**config.mk**
```make
export PLATFORM = sky130hd
export DESIGN_NAME = lcsi_status_indicators
export DESIGN_NICKNAME = d
export VERILOG_FILES = /design/src/lcsi_pkg.sv /design/src/lcsi_status_indicators.sv
export SDC_FILE = /design/constraint.sdc
export NUM_CORES = 1
export LEC_CHECK = 0
export BUFFER_PORTS_ARGS = -buffer_cell sky130_fd_sc_hd__buf_2
export CORE_MARGIN = 10
export CORE_UTILIZATION = 45
export CTS_CLUSTER_DIAMETER = 100
export DETAILED_ROUTE_END_ITERATION = 12
export MAX_ROUTING_LAYER = met4
export PLACE_DENSITY = 0.68
export SYNTH_ARGS = -nofsm -noshare
export SYNTH_HDL_FRONTEND = slang
export SYNTH_SLANG_ARGS = --single-unit
```
**constraint.sdc**
```tcl
create_clock -name clk -period 2.4 [get_ports clk]
set_clock_uncertainty 0.15 [all_clocks]
set_input_delay 0.24 -clock clk [delete_from_list [all_inputs] [get_ports clk]]
set_output_delay 0.24 -clock clk [all_outputs]
set_load 0.1 [all_outputs]
```
**src/lcsi_pkg.sv**
```systemverilog
// Purpose: Constants and types for the light curtain status indicator block.
// Assumes: 100 MHz clock; segment bit order a,b,c,d,e,f,g,dp from bit 0.
`default_nettype none
package lcsi_pkg;
  localparam int unsigned CLK_HZ = 100_000_000;
  localparam int unsigned STRENGTH_S = 30;
  localparam int unsigned FEEDBACK_S = 2;
  localparam int unsigned BLINK_MS = 500;
  localparam int unsigned STRENGTH_CYC = STRENGTH_S * CLK_HZ;
  localparam int unsigned FEEDBACK_CYC = FEEDBACK_S * CLK_HZ;
  localparam int unsigned BLINK_CYC = BLINK_MS * (CLK_HZ / 1000);
  localparam logic [2:0] MENU_ENTRIES = 3'h7;
  // Register byte offsets.
  localparam logic [3:0] REG_CTRL = 4'h0;
  localparam logic [3:0] REG_CMD = 4'h4;
  localparam logic [3:0] REG_STATUS = 4'h8;
  localparam logic [3:0] REG_DISP = 4'hC;
  // Control field positions and reset value.
  localparam int CTRL_VARIANT = 0;
  localparam int CTRL_CANCEL = 2;
  localparam int CTRL_MUTCFG = 3;
  localparam int CTRL_CODING = 4;
  localparam int CTRL_RANGE = 5;
  localparam int CTRL_POWER = 6;
  localparam logic [6:0] CTRL_RESET = 7'h48;
  localparam int CMD_EXIT = 0;
  // Muting variants for the first muting input.
  localparam logic [1:0] VAR_SENSOR = 2'h0;
  localparam logic [1:0] VAR_BELT = 2'h1;
  // Segment patterns.
  localparam logic [7:0] SEG_BLANK = 8'h00;
  localparam logic [7:0] SEG_MERR = 8'h37;
  localparam logic [7:0] SEG_SYNC = 8'h80;
  localparam logic [7:0] SEG_WARN = 8'h3E;
  localparam logic [7:0] SEG_MENU = 8'h54;
  localparam logic [7:0] SEG_INA = 8'h20;
  localparam logic [7:0] SEG_INB = 8'h02;
  localparam logic [7:0] SEG_INC = 8'h10;
  localparam logic [7:0] SEG_IND = 8'h04;
  localparam logic [7:0] SEG_ACT = 8'h80;
  typedef enum logic [2:0] {ST_IDLE, ST_FEEDBACK, ST_WAITREL, ST_MENU, ST_SUB} lcsi_state_t;
endpackage : lcsi_pkg
`default_nettype wire

```
**src/lcsi_status_indicators.sv**
```systemverilog
// Purpose: LED and segment display driver for a safety light curtain.
// Assumes: State inputs come from logic on clk; keys are pins.
// Notes:   Registers over Avalon-MM with one wait cycle per access.
//
// Chosen here: the Avalon-MM register port and the address map.
`default_nettype none
module lcsi_status_indicators
  import lcsi_pkg::*;
#(
  parameter int unsigned STRENGTH_LEN = STRENGTH_CYC,
  parameter int unsigned FEEDBACK_LEN = FEEDBACK_CYC,
  parameter int unsigned BLINK_LEN    = BLINK_CYC
) (
  input  wire logic        clk,
  input  wire logic        srst,
  input  wire logic        ce,
  input  wire logic [3:0]  address,
  input  wire logic        read,
  input  wire logic        write,
  input  wire logic [31:0] writedata,
  output var  logic [31:0] readdata,
  output var  logic        waitrequest,
  input  wire logic        safetySwitchOutput,
  input  wire logic        restartInhibit,
  input  wire logic        intrusion,
  input  wire logic        ackSeen,
  input  wire logic        beamsOk,
  input  wire logic        beamWeak,
  input  wire logic        errActive,
  input  wire logic        syncOk,
  input  wire logic [3:0]  sigLevel,
  input  wire logic        mutingOn,
  input  wire logic        mutingSensorA,
  input  wire logic        mutingSensorB,
  input  wire logic        mutingSensorC,
  input  wire logic        mutingSensorD,
  input  wire logic        beltStop,
  input  wire logic        fullMutingEnable,
  input  wire logic        mutErr,
  input  wire logic [7:0]  mutErrCode,
  input  wire logic        warnValid,
  input  wire logic [7:0]  warnCode,
  input  wire logic        keyApplyPin,
  input  wire logic        keyUpPin,
  input  wire logic        keyDownPin,
  output var  logic        safetyLedFirst,
  output var  logic        safetyLedSecond,
  output var  logic        restartInhibitLed,
  output var  logic        weakSignalLed,
  output var  logic        rxErrorLed,
  output var  logic        emPowerLed,
  output var  logic        emCodingLed,
  output var  logic        longRangeLed,
  output var  logic        emErrorLed,
  output var  logic [31:0] dispSeg
);

  // Hex digit to seven-segment pattern.
  function automatic logic [7:0] hexSeg(input logic [3:0] v);
    case (v)
      4'h0: hexSeg = 8'h3F;
      4'h1: hexSeg = 8'h06;
      4'h2: hexSeg = 8'h5B;
      4'h3: hexSeg = 8'h4F;
      4'h4: hexSeg = 8'h66;
      4'h5: hexSeg = 8'h6D;
      4'h6: hexSeg = 8'h7D;
      4'h7: hexSeg = 8'h07;
      4'h8: hexSeg = 8'h7F;
      4'h9: hexSeg = 8'h6F;
      4'hA: hexSeg = 8'h77;
      4'hB: hexSeg = 8'h7C;
      4'hC: hexSeg = 8'h39;
      4'hD: hexSeg = 8'h5E;
      4'hE: hexSeg = 8'h79;
      default: hexSeg = 8'h71;
    endcase
  endfunction : hexSeg

  logic [6:0]  ctrl;
  logic [2:0]  kMeta;
  logic [2:0]  kSync;
  logic [2:0]  kPrev;
  lcsi_state_t st;
  logic [2:0]  menuIdx;
  logic [31:0] fbCnt;
  logic [31:0] strCnt;
  logic        strDone;
  logic [31:0] blinkCnt;
  logic        blinkPh;
  logic        synced;
  logic        occupied;
  logic        cancelled;
  logic        exitReq;
  logic        inA;
  logic        inB;
  logic        inC;
  logic        inD;
  logic        effActive;
  logic        blinkCond;
  logic [7:0]  mutDigit;
  logic [31:0] next_disp;
  logic        accept;

  // Bus handshake: one wait cycle, then the request is accepted.
  assign accept = (read | write) & ~waitrequest;

  // Keys come from pins and pass two flip-flops before use.
  always_ff @(posedge clk) begin
    if (srst) begin
      kMeta <= 3'h0;
      kSync <= 3'h0;
      kPrev <= 3'h0;
    end else if (ce) begin
      kMeta <= {keyDownPin, keyUpPin, keyApplyPin};
      kSync <= kMeta;
      kPrev <= kSync;
    end
  end

  // Waitrequest drops for one cycle per request; read data is set with it.
  always_ff @(posedge clk) begin
    if (srst) begin
      waitrequest <= 1'b1;
      readdata    <= 32'h0000_0000;
    end else if (ce) begin
      waitrequest <= ~((read | write) & waitrequest);
      if (read & waitrequest) begin
        if (address == REG_CTRL) begin
          readdata <= {25'h0, ctrl};
        end else if (address == REG_STATUS) begin
          readdata <= {19'h0, st == ST_SUB, menuIdx, 3'(st), cancelled, rxErrorLed,
                       weakSignalLed, restartInhibitLed, safetyLedSecond, safetyLedFirst};
        end else if (address == REG_DISP) begin
          readdata <= dispSeg;
        end else begin
          readdata <= 32'h0000_0000;
        end
      end
    end
  end

  // Control register and the menu exit command.
  always_ff @(posedge clk) begin
    if (srst) begin
      ctrl    <= CTRL_RESET;
      exitReq <= 1'b0;
    end else if (ce) begin
      exitReq <= 1'b0;
      if (accept & write) begin
        if (address == REG_CTRL) begin
          ctrl <= writedata[6:0];
        end else if (address == REG_CMD) begin
          exitReq <= writedata[CMD_EXIT];
        end
      end
    end
  end

  // Selects what drives each muting input segment.
  always_comb begin
    if (ctrl[CTRL_VARIANT +: 2] == VAR_SENSOR) begin
      inA = mutingSensorC;
    end else if (ctrl[CTRL_VARIANT +: 2] == VAR_BELT) begin
      inA = beltStop;
    end else begin
      inA = fullMutingEnable;
    end
    inB = mutingSensorD;
    inC = mutingSensorA;
    inD = mutingSensorB;
  end

  // Cross muting ends once the field clears after being occupied.
  always_ff @(posedge clk) begin
    if (srst) begin
      occupied  <= 1'b0;
      cancelled <= 1'b0;
    end else if (ce) begin
      occupied <= mutingOn & intrusion;
      if (ctrl[CTRL_CANCEL] & mutingOn & occupied & ~intrusion) begin
        cancelled <= 1'b1;
      end else if (~inC & ~inD) begin
        cancelled <= 1'b0;
      end
    end
  end
  // Muting counts as active unless cross muting was cancelled.
  assign effActive = mutingOn & ~cancelled;
  // Rightmost digit: input segments and the active mark.
  always_comb begin
    mutDigit = SEG_BLANK;
    if (inA & ~cancelled) mutDigit = mutDigit | SEG_INA;
    if (inB & ~cancelled) mutDigit = mutDigit | SEG_INB;
    if (inC) mutDigit = mutDigit | SEG_INC;
    if (inD) mutDigit = mutDigit | SEG_IND;
    if (effActive) mutDigit = mutDigit | SEG_ACT;
  end

  // Power-on strength window and synchronization marker.
  always_ff @(posedge clk) begin
    if (srst) begin
      strCnt  <= 32'h0000_0000;
      strDone <= 1'b0;
      synced  <= 1'b0;
    end else if (ce) begin
      if (!strDone) begin
        if (strCnt == STRENGTH_LEN - 1) begin
          strDone <= 1'b1;
        end
        strCnt <= strCnt + 32'h0000_0001;
      end
      if (syncOk) begin
        synced <= 1'b1;
      end
    end
  end

  // Key sequence for the configuration view, in any run or error state.
  always_ff @(posedge clk) begin
    if (srst) begin
      st      <= ST_IDLE;
      fbCnt   <= 32'h0000_0000;
      menuIdx <= 3'h0;
    end else if (ce) begin
      case (st)
        ST_IDLE: begin
          fbCnt <= 32'h0000_0000;
          if (kSync[0] & ~kPrev[0]) begin
            st <= ST_FEEDBACK;
          end
        end
        ST_FEEDBACK: begin
          if (!kSync[0]) begin
            st <= ST_IDLE;
          end else if (fbCnt == FEEDBACK_LEN - 1) begin
            st <= ST_WAITREL;
          end else begin
            fbCnt <= fbCnt + 32'h0000_0001;
          end
        end
        ST_WAITREL: begin
          if (!kSync[0]) begin
            st <= ST_MENU;
          end
        end
        ST_MENU: begin
          if (exitReq) begin
            st <= ST_IDLE;
          end else if (kSync[0] & ~kPrev[0]) begin
            st <= ST_SUB;
          end else if (kSync[1] & ~kPrev[1]) begin
            menuIdx <= (menuIdx == MENU_ENTRIES - 3'h1) ? 3'h0 : menuIdx + 3'h1;
          end else if (kSync[2] & ~kPrev[2]) begin
            menuIdx <= (menuIdx == 3'h0) ? MENU_ENTRIES - 3'h1 : menuIdx - 3'h1;
          end
        end
        ST_SUB: begin
          if (exitReq) begin
            st <= ST_IDLE;
          end else if (kSync[0] & ~kPrev[0]) begin
            st <= ST_MENU;
          end
        end
        default: st <= ST_IDLE;
      endcase
    end
  end
  // Blinking is allowed only with inhibit set, outputs off, field clear and no ack.
  assign blinkCond = restartInhibit & ~safetySwitchOutput & ~intrusion & ~ackSeen;
  // Blink phase runs only while the blink condition holds.
  always_ff @(posedge clk) begin
    if (srst) begin
      blinkCnt <= 32'h0000_0000;
      blinkPh  <= 1'b0;
    end else if (ce) begin
      if (!blinkCond) begin
        blinkCnt <= 32'h0000_0000;
        blinkPh  <= 1'b0;
      end else if (blinkCnt == BLINK_LEN - 1) begin
        blinkCnt <= 32'h0000_0000;
        blinkPh  <= ~blinkPh;
      end else begin
        blinkCnt <= blinkCnt + 32'h0000_0001;
      end
    end
  end

  // Display content by priority: menu, muting error, strength, warning, muting, sync.
  always_comb begin
    next_disp = {4{SEG_BLANK}};
    if (st == ST_MENU || st == ST_SUB) begin
      next_disp = {hexSeg({1'b0, menuIdx}), hexSeg({3'h0, st == ST_SUB}), SEG_BLANK, SEG_MENU};
    end else if (mutErr) begin
      next_disp = {mutDigit, hexSeg(mutErrCode[3:0]), hexSeg(mutErrCode[7:4]), SEG_MERR};
    end else if (!strDone) begin
      next_disp = {hexSeg(sigLevel), {3{SEG_BLANK}}};
    end else if (warnValid) begin
      next_disp = {mutDigit, hexSeg(warnCode[3:0]), hexSeg(warnCode[7:4]), SEG_WARN};
    end else if (ctrl[CTRL_MUTCFG]) begin
      next_disp = {mutDigit, {3{synced ? SEG_SYNC : SEG_BLANK}}};
    end else if (synced) begin
      next_disp = {4{SEG_SYNC}};
    end
  end

  // Receiver LEDs and display, all registered.
  always_ff @(posedge clk) begin
    if (srst) begin
      safetyLedFirst    <= 1'b1;
      safetyLedSecond   <= 1'b0;
      restartInhibitLed <= 1'b0;
      weakSignalLed     <= 1'b0;
      rxErrorLed        <= 1'b0;
      dispSeg           <= 32'h0000_0000;
    end else if (ce) begin
      safetyLedFirst    <= ~safetySwitchOutput;
      safetyLedSecond   <= safetySwitchOutput;
      restartInhibitLed <= blinkCond & blinkPh;
      if (st == ST_FEEDBACK) begin
        weakSignalLed <= 1'b1;
      end else begin
        weakSignalLed <= safetySwitchOutput & beamsOk & beamWeak;
      end
      rxErrorLed <= errActive;
      dispSeg    <= next_disp;
    end
  end

  // Emitter LEDs.
  always_ff @(posedge clk) begin
    if (srst) begin
      emPowerLed   <= 1'b0;
      emCodingLed  <= 1'b0;
      longRangeLed <= 1'b0;
      emErrorLed   <= 1'b0;
    end else if (ce) begin
      emPowerLed   <= ctrl[CTRL_POWER];
      emCodingLed  <= ctrl[CTRL_CODING];
      longRangeLed <= ctrl[CTRL_RANGE];
      emErrorLed   <= errActive;
    end
  end
endmodule : lcsi_status_indicators
`default_nettype wire

```
# Word-level counts from Yosys, hierarchy flattened

Memory sizes are Yosys's and may differ from the RTL's. A register that Yosys moved wholly into a read port is not among the register bits.
Cells that the tools add are included.

Reduce and logical (&&, ||, !) cells: 17
$add $sub $neg: 5
Eq/ne operators: 20
Muxes and demuxes: 48
Bitwise operators: 38

Operators by type and width:

| cell                  | count |
|---|---|
| $mux 32               | 13 |
| $add 32x1->32 const B | 3 |
| $pmux 32 s2           | 1 |
| $mux 3                | 15 |
| $eq 32x26->1 const B  | 1 |
| $eq 32x28->1 const B  | 1 |
| $eq 32x32->1 const B  | 1 |
| $and 1x1->1           | 21 |
| $mux 8                | 2 |
| $not 1->1             | 16 |
| $pmux 8 s2            | 1 |
| $pmux 3 s5            | 1 |
| $mux 1                | 12 |
| $reduce_and 2->1      | 5 |
| $ne 3x3->1 const B    | 3 |
| $eq 4x4->1 const B    | 2 |
| $ne 2x2->1 const B    | 4 |
| $eq 3x2->1 const B    | 2 |
| $eq 3x3->1 const B    | 2 |
| $logic_not 3->1       | 2 |
| $mux 6                | 1 |
| $reduce_and 6->1      | 1 |
| $reduce_bool 2->1     | 3 |
| $mux 5                | 1 |
| 14 further kinds      | 14 |

Flip-flop bits (word level): 197
Memories: 6
Input bits: 81
Output and inout port bits: 74
Word-level logic and storage cells: 160
Bits in read-only memories: 616

Memory list:

| memory           | words | width | rd ports | clocked after Yosys merged registers in | wr ports | RTL line                     | text |
|---|---|---|---|---|---|---|---|
| (name not given) | 16    | 7     | 1        | 0                                       | 0        | lcsi_status_indicators.sv:60 | `case (v)` |
| (name not given) | 16    | 7     | 1        | 0                                       | 0        | lcsi_status_indicators.sv:60 |  |
| (name not given) | 16    | 7     | 1        | 0                                       | 0        | lcsi_status_indicators.sv:60 |  |
| (name not given) | 16    | 7     | 1        | 0                                       | 0        | lcsi_status_indicators.sv:60 |  |
| (name not given) | 16    | 7     | 1        | 0                                       | 0        | lcsi_status_indicators.sv:60 |  |
| (name not given) | 8     | 7     | 1        | 1                                       | 0        | lcsi_status_indicators.sv:60 |  |

# Depth between registers and ports, before layout

Word-level depth: 14
Gate-level depth with buffers: 10
Mapped depth without buffers: 10

# Worst setup path before layout

No wires, ideal clock.

Path type: register -> register
Start point: register waitrequest
End point: register readdata[25]
Setup slack: 0.106 ns
Setup time: 0.071 ns
Path buffers: 2
Arrival time: 2.073 ns
Cell stages (with the launch flop): 6
Required time: 2.179 ns
Clock period less this slack: 2.294 ns
Cells stage by stage: dfxtp_1 and3_1 clkbuf_1 clkbuf_1 nand3_1 a21oi_1

Cells in the longest elaborated chain, start to end: 2

RTL lines:

| item                       | RTL line                      | text |
|---|---|---|
| start: declaration         | lcsi_status_indicators.sv:22  | `output var logic waitrequest,` |
| start signal: assignment   | lcsi_status_indicators.sv:127 | `waitrequest <= ~((read \| write) & waitrequest);` |
| $and 1x1->1                | lcsi_status_indicators.sv:128 | `if (read & waitrequest) begin` |
| $reduce_and 2->1 (no line) | --                            |  |
| end signal: assignment     | lcsi_status_indicators.sv:130 | `readdata <= {25'h0, ctrl};` |
| end signal: assignment     | lcsi_status_indicators.sv:132 | `readdata <= {19'h0, st == ST_SUB, menuIdx, 3'(st), cancelled, rxErrorLed,` |
| end signal: assignment     | lcsi_status_indicators.sv:135 | `readdata <= dispSeg;` |
| end: declaration           | lcsi_status_indicators.sv:21  | `output var logic [31:0] readdata,` |

Every way passes these cells.
A chain may end at the register's enable or synchronous reset.

==> parameters.txt <==
Parameter                              Value

Run status
  Outcome    complete, no violations

Clock network
  CTS tree    done
  Clock Sinks    199
  Number of buffers inserted during clock tree synthesis    17
  Number of H-tree levels    4
  Clk pin slew, worst setup/hold paths    0.08 ns
  Clk_lat worst skew    0.44 ns
  Cell at the root of the clock tree    clkbuf_16
  Maximum number of buffers from clock root to sink    2

STA
  Worst slew margin relative to its limit    0.5816
  Maximum clock rate    444.3 MHz
  Worst slack on hold paths    0.009783 ns
  Total negative setup slack    0 ns
  Finish-stage setup viols    0
  Final Hold Violating Endpoints    0
  Setup repair after global routing missed its margin    no
  Share of the clock period used by the worst path    0.9378
  Final min period    2.251 ns
  Least-Margin Pin Slew    0.6118 ns
  Max-slew violations    0

Layout
  Most frequent standard cell in the layout excluding fill and tap cells    dfxtp_1
  Syn-to-layout area delta    18.57%
  Share of post-route cells with drive strength above 1    0.1747
  Final net count    1518
  Filler cell count    2143
  Highest-count cells in the layout ignoring fill and taps    dfxtp_1 (199), nor2_1 (148), buf_2 (128), nand2_1 (96), a21oi_1 (87)
  Antenna Diode Count    0
  Final cell utilization of the core    0.5427

Yosys
  Seq cells post-synth    199
  Warnings, synthesis    0
  Post-Synthesis Cell Area    10390 sq um
  Net count of the mapped netlist    1369
  Flip-flop cell with the highest count after synthesis    dfxtp_1
  Sequential area share after synthesis    0.3833
  Cells after Synth    1246
  Synthesized-area fraction occupied by xor and xnor cells    0.04719
  Adder-Cell Fraction of Synth Area    0.05056
  Largest family of logic cells by synthesized area    simple AND/OR/NAND/NOR gates
  Post-synth cell types    71
  Number of enable flip-flop cells after synthesis    0
  Share of synthesized flip-flops with an asynchronous set or reset    0
  Share of synthesized cell area in and, or, nand and nor gates    0.2664
  Share of cell area taken by muxes after synthesis    0.05116
  Synthesized-area fraction occupied by ao, oa, aoi and oai cells    0.1542
  Average instance area after synthesis    8.342 sq um

Die
  Core Rows    55
  Core area    22710 sq um
  DIE WIDTH    172.0 microns
  Effective utilization at floorplan    0.4577
  DIE HEIGHT    172.0 microns
  Die area    29580 sq um
  Number of top-level design ports    155

Worst setup path
  Maximum fanout count along the critical path    4
  Critical path startpoint category    flop
  Critical path endpoint category    flop
  Arrival time at the worst endpoint    2.44 ns
  Kind of critical path    flop to flop
  Required time of the critical path    2.59 ns

Placed design
  Gp weighted congestion    0.9136
  HPWL Detailed    20540 microns
  Count of buffers from port buffering    129

Route
  Vias after detailed routing    9586
  Number of DRC violations after detailed-routing iteration 0    704
  Routed WL    28120 microns
  Length of the first detailed-routing pass in iterations    6
  DRC    0
  Per-cell via count in the routed design    5.662
  Post-detailed-route count of antenna-violating nets    0
  Average wire length per cell after detail routing    16.61 microns

Global routing
  Pin count of the biggest net entering global routing    50
  Global-route usage over all layers    0.1946
  Number of global-route vias before repair    9125
  Remaining Overflow, GRT    0
  Initial antenna violation count    0
  First-pass GRT wire length    45950 microns

Flow run
  Number of max-capacitance violations reported    0

Pwr
  Leak    4.780 nW
  Post-route total power    7.360 mW
  Worst IR Drop VDD    0.5011 mV
  Power density over the cells    597.2 nW/um^2

Min path
  Classification of the worst-slack hold path    input pin to flop
[worst max-delay path, stage by stage, from the launching register on]
cell,delay [ns]
dfxtp_1,0.33
inv_1,0.06
ha_1,0.24
and4b_1,0.20
a31oi_1,0.16
nand4_1,0.14
a21oi_1,0.27
buf_4,0.17
ha_1,0.13
inv_1,0.05
mux2_2,0.26
[per-layer routing]
| layer | part of all wire | routed length (microns) | global-route usage | vias up |
|---|---|---|---|---|
| met1 | 0.47 | 13120 | 0.2430 | 4507 |
| met5 | 0 | 0 | - | - |
| met4 | 0.011 | 300 | 0.04648 | 0 |
| met3 | 0.049 | 1365 | 0.04172 | 20 |
| met2 | 0.47 | 13340 | 0.3156 | 228 |
| li1 | - | - | - | 4831 |
[cells by family after synthesis]
logic type               after synthesis
AO/OA/AOI/OAI                        250
XOR/XNOR                              56
adder cells (fa/ha/maj)               42
buffers and inverters                116
flip-flops                           199
multiplexers                          48
AND/OR/NAND/NOR                      535
[where the power goes]
| group | internal (mW) | switching, mW | total, mW | leakage, nW |
|---|---|---|---|---|
| combinational | 0.299 | 0.813 | 1.11 | 2.88 |
| clock | 1.39 | 1.43 | 2.83 | 0.288 |
| sequential | 3.37 | 0.0554 | 3.42 | 1.61 |
[sequential cells by signal, summed over array words and instances (netlist names), 3 cells and up, named ones only]
| name | cells |
|---|---|
| readdata | 31 |
| blinkCnt | 32 |
| dispSeg | 28 |
| kPrev | 3 |
| kMeta | 3 |
| menuIdx | 3 |
| st | 3 |
| ctrl | 7 |
| strCnt | 32 |
| fbCnt | 32 |
| kSync | 3 |
[layout make-up]
class	count	area [sq um]	share of cell area
clock buffers	17	425.4	0.03452
well taps	285	356.6	0.02893
flip-flops and latches	199	3984	0.3232
clock inverters	15	162.7	0.01320
inverters	40	150.1	0.01218
repair buffers	206	1318	0.1069
multi-input cells	931	5928	0.4810
[per-stage QoR]
step | instances | area [sq um] | setup slack (ns)
3_5_place_dp | 1640 | 11520 | 0.1722
2_1_floorplan | 1246 | 10390 | 0.1060
5_1_grt | 1693 | 12320 | 0.01838
3_3_place_gp | 1640 | 11520 | 0.2009
4_1_cts | 1692 | 12310 | 0.1529
6_report | 1693 | 12320 | 0.1493
[cells in the mapped netlist (8+ instances only)]
library cell  count  area (sq um)
nor4_1           18         112.6
nor3_1           24         120.1
xnor2_1          13         113.9
o31ai_1           9         67.56
nand2_1          96         360.4
nand2b_1          9         56.30
or4_1            10         75.07
o211ai_1         13         97.59
a31oi_1          16         100.1
mux2i_1          34         340.3
dfxtp_1         199          3984
a21oi_1          87         435.4
nor2_1          148         555.5
ha_1             42         525.5
or3_1            29         181.4
and3_1           23         143.9
nand3_1          68         340.3
o21ai_0          51         255.2
a211oi_1         13         97.59
nand3b_1         10         75.07
clkbuf_1         56         210.2
inv_1            40         150.1
nor2b_1          11         68.82
nand4_1          45         281.5
xor2_1           43         376.6
o311ai_0          8         70.07
mux2_2           11         123.9
a221oi_1          8         70.07
and4_1            8         70.07
[what timing repair did]
| item | CTS | global route |
|---|---|---|
| hold buffers | 20 | 0 |
| setup endpoints to repair | 0 | 10 |
| resized for setup | 0 | 2 |
| endpoints found under the hold margin | 18 | 0 |
| setup buffers | 0 | 1 |
[path summary, 6_finish.rpt]
check                 from           end  slack, ns  depth (start not counted)
min reg2reg   readdata[13]  readdata[13]       0.30                          2
max             menuIdx[0]          flop       0.15                         10
min          mutingSensorB     cancelled       0.01                          3
max reg2reg     menuIdx[0]          flop       0.15                         10
No activity file was read; power rests on OpenSTA's default activity.
